--- config.mk ---
export PLATFORM = sky130hd
export DESIGN_NAME = scp_top
export DESIGN_NICKNAME = d
export VERILOG_FILES = /design/src/rtl/scp_pkg.sv /design/src/rtl/scp_top.sv
export SDC_FILE = /design/constraint.sdc
export NUM_CORES = 2
export LEC_CHECK = 0
export BUFFER_PORTS_ARGS = -buffer_cell sky130_fd_sc_hd__clkbuf_2
export CORE_AREA = 2 2 575 577
export DETAILED_ROUTE_END_ITERATION = 8
export DIE_AREA = 0 0 577 579
export PLACE_DENSITY = 0.6
export RECOVER_POWER = 25
export SLEW_MARGIN = 10
export SYNTH_ARGS = -nofsm -noshare
export SYNTH_HDL_FRONTEND = slang
export SYNTH_HIERARCHICAL = 1
export SYNTH_SLANG_ARGS = --single-unit
--- constraint.sdc ---
create_clock -name clk -period 10 [get_ports clk]
set_clock_uncertainty 0.05 [all_clocks]
set_input_delay 2 -clock clk [delete_from_list [all_inputs] [get_ports clk]]
set_output_delay 2 -clock clk [all_outputs]
set_load 0.02 [all_outputs]
--- src/rtl/scp_pkg.sv ---
package scp_pkg;
    localparam int ADDR_W = 13;
    localparam int BYTE_W = 8;
    localparam int NREG = 91;
    localparam int FIFO_W = ADDR_W + BYTE_W;
    localparam int FIFO_DEPTH = 4;
    localparam logic [12:0] ADDR_CFG = 13'h0000;
    localparam logic [12:0] ADDR_UPD = 13'h005A;
    localparam logic [12:0] ADDR_ONE = 13'h0001;
    localparam int CFG_BIDIR = 7;
    localparam int CFG_LSB = 6;
    localparam int CFG_SRST = 5;
    localparam int UPD_BIT = 0;
    localparam int INS_DIR = 15;
    localparam int INS_LEN_HI = 14;
    localparam int INS_LEN_LO = 13;
    localparam int INS_ADDR_HI = 12;
    localparam logic [7:0] CFG_RESET = 8'h10;
    localparam logic [7:0] REG_DEFAULT = 8'h00;
    localparam logic [7:0] UPD_MASK = 8'hFE;
    localparam logic [3:0] INS_LAST = 4'hF;
    localparam logic [3:0] BYTE_LAST = 4'h7;
    localparam logic [3:0] BIT_FIRST = 4'h0;
    localparam logic [3:0] BIT_STEP = 4'h1;
    localparam logic [1:0] LEN_STREAM = 2'h3;
    localparam logic [1:0] LEN_ONE = 2'h0;
    localparam logic [1:0] LEN_STEP = 2'h1;
    typedef enum logic [1:0] {
        ST_IDLE  = 2'b00,
        ST_INSTR = 2'b01,
        ST_DATA  = 2'b10,
        ST_DONE  = 2'b11
    } scp_state_type;
endpackage

--- src/rtl/scp_top.sv ---
`timescale 1ns/100ps

// ****************************************************************
// write-path fifo
// ****************************************************************
module scp_fifo #(
    parameter int W     = 8,
    parameter int DEPTH = 4
) (
    input  wire logic         clk,       // core clock
    input  wire logic         rst_b,     // async reset
    input  wire logic         in_valid,  // push request
    output logic              in_ready,  // room available
    input  wire logic [W-1:0] in_data,   // push word
    output logic              out_valid, // word available
    input  wire logic         out_ready, // drain accepts
    output logic      [W-1:0] out_data   // head word
);
    localparam int AW = $clog2(DEPTH);
    logic [W-1:0] mem_q [DEPTH];
    logic [AW-1:0] wp_q;
    logic [AW-1:0] wp_d;
    logic [AW-1:0] rp_q;
    logic [AW-1:0] rp_d;
    logic [AW:0] cnt_q;
    logic [AW:0] cnt_d;
    logic push;
    logic pop;

    assign in_ready = (cnt_q != (AW+1)'(DEPTH));
    assign out_valid = (cnt_q != '0);
    assign out_data = mem_q[rp_q];
    assign push = in_valid & in_ready;
    assign pop = out_valid & out_ready;

    always_comb begin
        wp_d = push ? wp_q + AW'(1) : wp_q;
        rp_d = pop ? rp_q + AW'(1) : rp_q;
        cnt_d = cnt_q + (AW+1)'(push) - (AW+1)'(pop);
    end

    always_ff @(posedge clk or negedge rst_b) begin
        if (!rst_b) begin
            wp_q <= '0;
            rp_q <= '0;
            cnt_q <= '0;
        end else begin
            wp_q <= wp_d;
            rp_q <= rp_d;
            cnt_q <= cnt_d;
        end
    end

    // storage needs no reset: count guards every read
    always_ff @(posedge clk) begin
        if (push) begin
            mem_q[wp_q] <= in_data;
        end
    end
endmodule

// ****************************************************************
// serial control port slave
// ****************************************************************
module scp_top (
    input  wire logic                   clk,             // core clock 125 MHz
    input  wire logic                   rst_b,           // async reset, low
    input  wire logic                   sclk_pin,        // host shift clock
    input  wire logic                   select_n,        // host select, low
    input  wire logic                   sdio_in,         // data pin level
    output logic                        sdio_out,        // data pin drive
    output logic                        sdio_oe_n,       // data pin enable, low
    output logic                        serial_out_pin,  // readback pin
    output logic                        serial_out_oe_n, // readback enable, low
    input  wire logic                   sync_req,        // sync event pin
    output logic [scp_pkg::NREG*8-1:0]  live_regs,       // live registers
    output logic [scp_pkg::NREG*8-1:0]  synced_regs      // sync-gated copy
);
    logic [2:0] sclk_s_q;
    logic [2:0] sel_s_q;
    logic [1:0] sdi_s_q;
    logic [2:0] sync_s_q;
    scp_pkg::scp_state_type state_q;
    scp_pkg::scp_state_type state_d;
    logic [3:0] bit_q, bit_d;
    logic [15:0] inst_q, inst_d;
    logic [7:0] rx_q, rx_d;
    logic [7:0] tx_q, tx_d;
    logic [12:0] addr_q, addr_d;
    logic [1:0] left_q, left_d;
    logic rd_q, rd_d;
    logic stream_q, stream_d;
    logic out_q, out_d;
    logic sdio_oe_n_q, sdio_oe_n_d;
    logic so_oe_n_q, so_oe_n_d;
    logic pend_q, pend_d;
    logic [scp_pkg::FIFO_W-1:0] pdat_q, pdat_d;
    logic [7:0] cfg_q, cfg_d;
    logic [7:0] buf_q [scp_pkg::NREG];
    logic [7:0] buf_d [scp_pkg::NREG];
    logic [7:0] live_q [scp_pkg::NREG];
    logic [7:0] live_d [scp_pkg::NREG];
    logic [7:0] sync_q [scp_pkg::NREG];
    logic [7:0] sync_d [scp_pkg::NREG];
    logic commit_q, commit_d;
    logic rise, fall, sel_rise, sync_edge, lsb, drive;
    logic [15:0] inst_n;
    logic [7:0] rx_n;
    logic [12:0] addr_n;
    logic f_ready, f_valid;
    logic [scp_pkg::FIFO_W-1:0] f_data;
    logic [12:0] wa;
    logic [7:0] wd;

    // out-of-range addresses read zero; 0x00 reads the live config
    function automatic logic [7:0] rd_byte(input logic [12:0] a);
        logic [7:0] r;
        r = 8'h00;
        if (a == scp_pkg::ADDR_CFG) begin
            r = cfg_q;
        end else if (a <= scp_pkg::ADDR_UPD) begin
            r = buf_q[a[6:0]];
        end
        return r;
    endfunction

    // ****************************************************************
    // pin synchronisers
    // ****************************************************************
    always_ff @(posedge clk or negedge rst_b) begin
        if (!rst_b) begin
            sclk_s_q <= 3'h0;
            sel_s_q <= 3'h7;
            sdi_s_q <= 2'h0;
            sync_s_q <= 3'h0;
        end else begin
            sclk_s_q <= {sclk_s_q[1:0], sclk_pin};
            sel_s_q <= {sel_s_q[1:0], select_n};
            sdi_s_q <= {sdi_s_q[0], sdio_in};
            sync_s_q <= {sync_s_q[1:0], sync_req};
        end
    end

    assign rise = sclk_s_q[1] & ~sclk_s_q[2] & ~sel_s_q[1];
    assign fall = ~sclk_s_q[1] & sclk_s_q[2] & ~sel_s_q[1];
    assign sel_rise = sel_s_q[1] & ~sel_s_q[2];
    assign sync_edge = sync_s_q[1] & ~sync_s_q[2];
    assign lsb = cfg_q[scp_pkg::CFG_LSB];

    // ****************************************************************
    // serial state machine
    // ****************************************************************
    always_comb begin
        state_d = state_q;
        bit_d = bit_q;
        inst_d = inst_q;
        rx_d = rx_q;
        tx_d = tx_q;
        addr_d = addr_q;
        left_d = left_q;
        rd_d = rd_q;
        stream_d = stream_q;
        out_d = out_q;
        pend_d = pend_q & ~f_ready;
        pdat_d = pdat_q;
        // always 16-bit instructions, shift order per config
        inst_n = lsb ? {sdi_s_q[1], inst_q[15:1]} : {inst_q[14:0], sdi_s_q[1]};
        rx_n = lsb ? {sdi_s_q[1], rx_q[7:1]} : {rx_q[6:0], sdi_s_q[1]};
        addr_n = lsb ? addr_q + scp_pkg::ADDR_ONE : addr_q - scp_pkg::ADDR_ONE;
        case (state_q)
            scp_pkg::ST_IDLE: begin
                if (!sel_s_q[1]) begin
                    state_d = scp_pkg::ST_INSTR;
                    bit_d = scp_pkg::BIT_FIRST;
                end
            end
            scp_pkg::ST_INSTR: begin
                if (rise) begin
                    inst_d = inst_n;
                    bit_d = bit_q + scp_pkg::BIT_STEP;
                    if (bit_q == scp_pkg::INS_LAST) begin
                        state_d = scp_pkg::ST_DATA;
                        bit_d = scp_pkg::BIT_FIRST;
                        rd_d = inst_n[scp_pkg::INS_DIR];
                        addr_d = inst_n[scp_pkg::INS_ADDR_HI:0];
                        left_d = inst_n[scp_pkg::INS_LEN_HI:scp_pkg::INS_LEN_LO];
                        stream_d = (inst_n[scp_pkg::INS_LEN_HI:scp_pkg::INS_LEN_LO]
                                    == scp_pkg::LEN_STREAM);
                        tx_d = rd_byte(inst_n[scp_pkg::INS_ADDR_HI:0]);
                    end
                end
            end
            scp_pkg::ST_DATA: begin
                if (rise) begin
                    rx_d = rx_n;
                    bit_d = bit_q + scp_pkg::BIT_STEP;
                    if (bit_q == scp_pkg::BYTE_LAST) begin
                        bit_d = scp_pkg::BIT_FIRST;
                        if (!rd_q) begin
                            pend_d = 1'b1;
                            pdat_d = {addr_q, rx_n};
                        end
                        addr_d = addr_n;
                        tx_d = rd_byte(addr_n);
                        if (!stream_q && left_q == scp_pkg::LEN_ONE) begin
                            state_d = scp_pkg::ST_DONE;
                        end else if (!stream_q) begin
                            left_d = left_q - scp_pkg::LEN_STEP;
                        end
                    end
                end
                if (fall && rd_q) begin
                    out_d = lsb ? tx_q[0] : tx_q[7];
                    tx_d = lsb ? {1'b0, tx_q[7:1]} : {tx_q[6:0], 1'b0};
                end
            end
            scp_pkg::ST_DONE: begin
            end
            default: begin
                state_d = scp_pkg::ST_IDLE;
            end
        endcase
        // byte-boundary release pauses a counted transfer; anything else abandons
        if (sel_rise) begin
            // a stream has no pause: a boundary rise ends it
            if (state_q == scp_pkg::ST_DONE || bit_q != scp_pkg::BIT_FIRST
                || (state_q == scp_pkg::ST_DATA && stream_q)) begin
                state_d = scp_pkg::ST_IDLE;
                bit_d = scp_pkg::BIT_FIRST;
            end
        end
        drive = ~sel_s_q[1] & rd_q & (state_q == scp_pkg::ST_DATA
                                      || state_q == scp_pkg::ST_DONE);
        sdio_oe_n_d = ~(drive & cfg_q[scp_pkg::CFG_BIDIR]);
        so_oe_n_d = ~(drive & ~cfg_q[scp_pkg::CFG_BIDIR]);
    end

    always_ff @(posedge clk or negedge rst_b) begin
        if (!rst_b) begin
            state_q <= scp_pkg::ST_IDLE;
            bit_q <= scp_pkg::BIT_FIRST;
            inst_q <= 16'h0000;
            rx_q <= 8'h00;
            tx_q <= 8'h00;
            addr_q <= 13'h0000;
            left_q <= 2'h0;
            rd_q <= 1'b0;
            stream_q <= 1'b0;
            out_q <= 1'b0;
            sdio_oe_n_q <= 1'b1;
            so_oe_n_q <= 1'b1;
            pend_q <= 1'b0;
            pdat_q <= '0;
        end else begin
            state_q <= state_d;
            bit_q <= bit_d;
            inst_q <= inst_d;
            rx_q <= rx_d;
            tx_q <= tx_d;
            addr_q <= addr_d;
            left_q <= left_d;
            rd_q <= rd_d;
            stream_q <= stream_d;
            out_q <= out_d;
            sdio_oe_n_q <= sdio_oe_n_d;
            so_oe_n_q <= so_oe_n_d;
            pend_q <= pend_d;
            pdat_q <= pdat_d;
        end
    end

    // a full fifo holds the byte in pdat_q, with pend_q set, until room appears
    scp_fifo #(.W(scp_pkg::FIFO_W), .DEPTH(scp_pkg::FIFO_DEPTH)) u_fifo (
        .clk       (clk),
        .rst_b     (rst_b),
        .in_valid  (pend_q),
        .in_ready  (f_ready),
        .in_data   (pdat_q),
        .out_valid (f_valid),
        .out_ready (~commit_q),
        .out_data  (f_data)
    );

    // ****************************************************************
    // register buffer, live and synced copies
    // ****************************************************************
    always_comb begin
        cfg_d = cfg_q;
        buf_d = buf_q;
        live_d = live_q;
        sync_d = sync_q;
        commit_d = 1'b0;
        wa = f_data[scp_pkg::FIFO_W-1:scp_pkg::BYTE_W];
        wd = f_data[scp_pkg::BYTE_W-1:0];
        // drain pauses the cycle after a commit so the copy settles
        if (f_valid && !commit_q && wa <= scp_pkg::ADDR_UPD) begin
            if (wa == scp_pkg::ADDR_CFG) begin
                cfg_d = wd;
            end else if (wa == scp_pkg::ADDR_UPD) begin
                buf_d[wa[6:0]] = wd & scp_pkg::UPD_MASK;
                if (wd[scp_pkg::UPD_BIT]) begin
                    live_d = buf_q;
                    commit_d = 1'b1;
                end
            end else begin
                buf_d[wa[6:0]] = wd;
            end
        end
        if (cfg_q[scp_pkg::CFG_SRST]) begin
            for (int i = 0; i < scp_pkg::NREG; i++) begin
                buf_d[i] = scp_pkg::REG_DEFAULT;
                live_d[i] = scp_pkg::REG_DEFAULT;
            end
        end
        if (sync_edge) begin
            sync_d = live_q;
        end
    end

    always_ff @(posedge clk or negedge rst_b) begin
        if (!rst_b) begin
            cfg_q <= scp_pkg::CFG_RESET;
            commit_q <= 1'b0;
            for (int i = 0; i < scp_pkg::NREG; i++) begin
                buf_q[i] <= scp_pkg::REG_DEFAULT;
                live_q[i] <= scp_pkg::REG_DEFAULT;
                sync_q[i] <= scp_pkg::REG_DEFAULT;
            end
        end else begin
            cfg_q <= cfg_d;
            commit_q <= commit_d;
            buf_q <= buf_d;
            live_q <= live_d;
            sync_q <= sync_d;
        end
    end

    assign sdio_out = out_q;
    assign serial_out_pin = out_q;
    assign sdio_oe_n = sdio_oe_n_q;
    assign serial_out_oe_n = so_oe_n_q;

    genvar g;
    generate
        for (g = 0; g < scp_pkg::NREG; g++) begin : g_out
            assign live_regs[g*8 +: 8] = live_q[g];
            assign synced_regs[g*8 +: 8] = sync_q[g];
        end
    endgenerate
endmodule

==> impl_metrics.toml <==
[synthesis]
syn-num-nets = 8821
synth.cell_area_mm2 = 0.103
synth_cell_types = 85
yosysTopAreaCellShare = 0.555
async_flop_share = 0.965
synth_seq_area_share = 0.581
yosysTopAreaCell = "dfrtp_1"
ys_ff_latch = 2375
synthFlopType = "dfrtp_1"
yosys_warnings = 6
netlist_instances = 8791
synth_edf_count = 84
synthTopCellsByArea = "dfrtp_1 56%, mux2_2 8.5%, a22o_1 6.2%"
synth_area_per_cell_um2 = 11.7

[routing]
ant_nets = 0
wl_mm = 490
drcViolationCount = 0
vias = 83100
viasPerCell = 5.69
wl_per_cell_um = 33.6
firstDrtPassIters = 7
drt_iter0_drc = 10000

[worst_setup_path]
crit_start = "cfg_q[5]"
path_buf_inv = 2
rrSetupSlack_ns = 2.11
cp-end-kind = "flop"
path_cells = "clkbuf_1 > nor2_1 > nor2_1 > nand4_1 > buf_4 > o32ai_1"
worstPathMaxFanout = 73
cp.arrival_ns = 8.66
worst_path_max_delay_cell = "clkbuf_1"
worstReg2RegStart = "cfg_q[5]"
startpoint_type = "flop"
crit_type = "reg2reg"
cp.depth = 6
crit_end = "buf_q[24]"
critPathTopFamily = "buffers and inverters"
crit_path_frequent_cell = "nor2_1"
worstReg2RegEnd = "buf_q[24]"
r2r_cells = 6
slowest_delay_ns = 2.93
worstPathRequired_ns = 10.77

[timing]
finalMaxSlewViolations = 883
holdWs_ns = 0.292
finalCritPeriodShare = 0.789
finalSetupTns_ns = 0
slew_headroom = -2.80
worstMarginPinSlew_ns = 5.70
setup_violations = 0
max_freq_mhz = 127
period_needed_ns = 7.89
hold_viol = 0
rsz0062_at_grt = "false"

[placement]
postPlaceCellArea_mm2 = 0.115
dpl.hpwl_mm = 354
globalplace.congestion = 0.966
place.port_buffers = 1465

[global_routing]
track_usage = 0.284
grt_max_degree = 214
overflow = 0
antenna_found_initial = 45
grt_pass1_vias = 77800
grt_pass1_wl_mm = 666

[floorplan]
row_count = 211
fp.dieH_um = 579
die_x_um = 577
core_mm2 = 0.329
fp.dieArea_mm2 = 0.334
io_pins = 1466
initial_utilization = 0.313

[pwr]
power_density_mw_per_mm2 = 181
peakVddDrop_uv = 155
p_total_mw = 22.5
p_leak_nw = 58.4

[min_path]
hold_path_class = "reg2reg"
min_path_cells = 0

[clock_tree]
clock-sinks = 2375
cts-root-buf = "clkbuf_16"
h-tree-depth = 5
max-clock-path-buffers = 4
ctsHoldBuffers = 0
cts_setup_buffers = 0
ctsResizeCount = 0
clock_latency_ns = 0.94
clk_pin_slew_ns = 0.06
cts_buffers = 282
cts_tree = "built"

[layout]
area_delta_synth_final_pct = 20.6
finalInstanceArea_mm2 = 0.124
fin_nets = 10000
drive_above_1_share = 0.309
utilization = 0.378

[outcome]
status = "complete, but fails checks"
violations = "capacitance limit, slew limit"

[run]
maxCapViolations = 14
## cell usage in the layout, fill, tap and decap left out, drive strengths merged, types with 13 or more instances in the layout
master,synthesis,layout
nand3,252,252
nor2b,17,17
dfrtp,2285,2285
o22ai,34,34
and3,39,39
diode,0,36
mux2i,118,118
a2111oi,17,17
nand4,23,23
a211oi,26,26
o21ai,349,349
nand2b,13,13
bufinv,0,19
ha,22,22
clkbuf,436,1873
nand2,1623,1623
mux4,250,250
buf,265,135
a21oi,735,735
clkinv,2,50
a31oi,37,37
inv,72,94
mux2,775,775
a22o,730,730
nor2,248,248
nor3,40,40
o211ai,28,28
o311ai,14,14
o32ai,53,53
edfxtp,84,84
a311oi,37,37
## routing by layer
layer / wire [um] / GRT usage
met5: 269 / 0.00440
met4: 33900 / 0.166
met3: 49900 / 0.0826
met2: 211000 / 0.415
met1: 195000 / 0.373
## logic make-up after synthesis
family	after synthesis	share of synthesized area
flops	2375	0.581
simple gates	2316	0.0925
compound gates	2149	0.141
mux	1143	0.151
buf+inv	775	0.0309
fa+ha+maj	24	0.00306
xor+xnor	9	0.000765
## flip-flops by register name, summed over array words and instances (netlist names), 2 cells and up
name and cells:
addr_q 13, bit_q 4, buf_q 728, cfg_q 8, inst_q 16, left_q 2, live_regs 728, pdat_q 21
rx_q 8, sclk_s_q 3, sdi_s_q 2, sel_s_q 3, state_q 2, sync_s_q 3, synced_regs 728, tx_q 8
u_fifo/cnt_q 3, u_fifo/mem_q 84, u_fifo/rp_q 2, u_fifo/wp_q 2
## synth_stat cells (14+ instances only)
cell type / count
mux2i_1: 117
inv_1: 72
a31oi_1: 37
o21ai_0: 346
mux4_2: 247
a311oi_1: 37
dfrtp_1: 2285
a21oi_1: 735
mux2_2: 775
nand4_1: 23
and3_1: 38
nor2_1: 248
a211oi_1: 26
ha_1: 22
buf_2: 138
nand3_1: 252
edfxtp_1: 84
a2111oi_0: 16
o211ai_1: 28
nor3_1: 40
nor2b_1: 17
o22ai_1: 34
clkbuf_1: 436
buf_1: 109
a22o_1: 730
nand2_1: 1622
o32ai_1: 53
buf_4: 14
## layout make-up
| type | count | area [um^2] |
|---|---|---|
| multi-input combinational | 5641 | 40400 |
| inverter | 74 | 280 |
| antenna | 36 | 90.1 |
| clock buffer | 397 | 8170 |
| timing repair buffer | 1611 | 8740 |
| tap | 4366 | 5460 |
| clock inverter | 97 | 1240 |
| fill | 31900 | 204000 |
| sequential | 2375 | 59900 |
## power breakdown
group | switching, mW | total (mW) | internal (mW)
logic | 1.64 | 2.03 | 0.391
clock network | 4.45 | 10.7 | 6.23
registers | 0.0728 | 9.76 | 9.68
## worst register-to-register path: stages (launching register included)
cell	delay, ns
dfrtp_1	2.26
clkbuf_1	2.95
nor2_1	0.26
nor2_1	0.96
nand4_1	0.68
buf_4	0.46
o32ai_1	0.18
## metrics by stage
step                setup slack, ns  std cells
floorplan                      5.85       8791
global placement               3.89      14100
detailed placement             3.95      14100
CTS                            3.94      14600
global route                   1.90      14600
finish                         2.11      14600
## worst min-delay path by stage
stage | start | end | slack, ns
2_1_floorplan | sclk_s_q[0] | sclk_s_q[1] | 0.28
3_5_place_dp | sync_s_q[0] | sync_s_q[1] | 0.28
4_1_cts | sync_s_q[0] | sync_s_q[1] | 0.30
5_1_grt | sel_s_q[0] | sel_s_q[1] | 0.31
6_report | sync_s_q[0] | sync_s_q[1] | 0.29
3_3_place_gp | sclk_s_q[0] | sclk_s_q[1] | 0.28
Power figures use the tool's default switching activity.
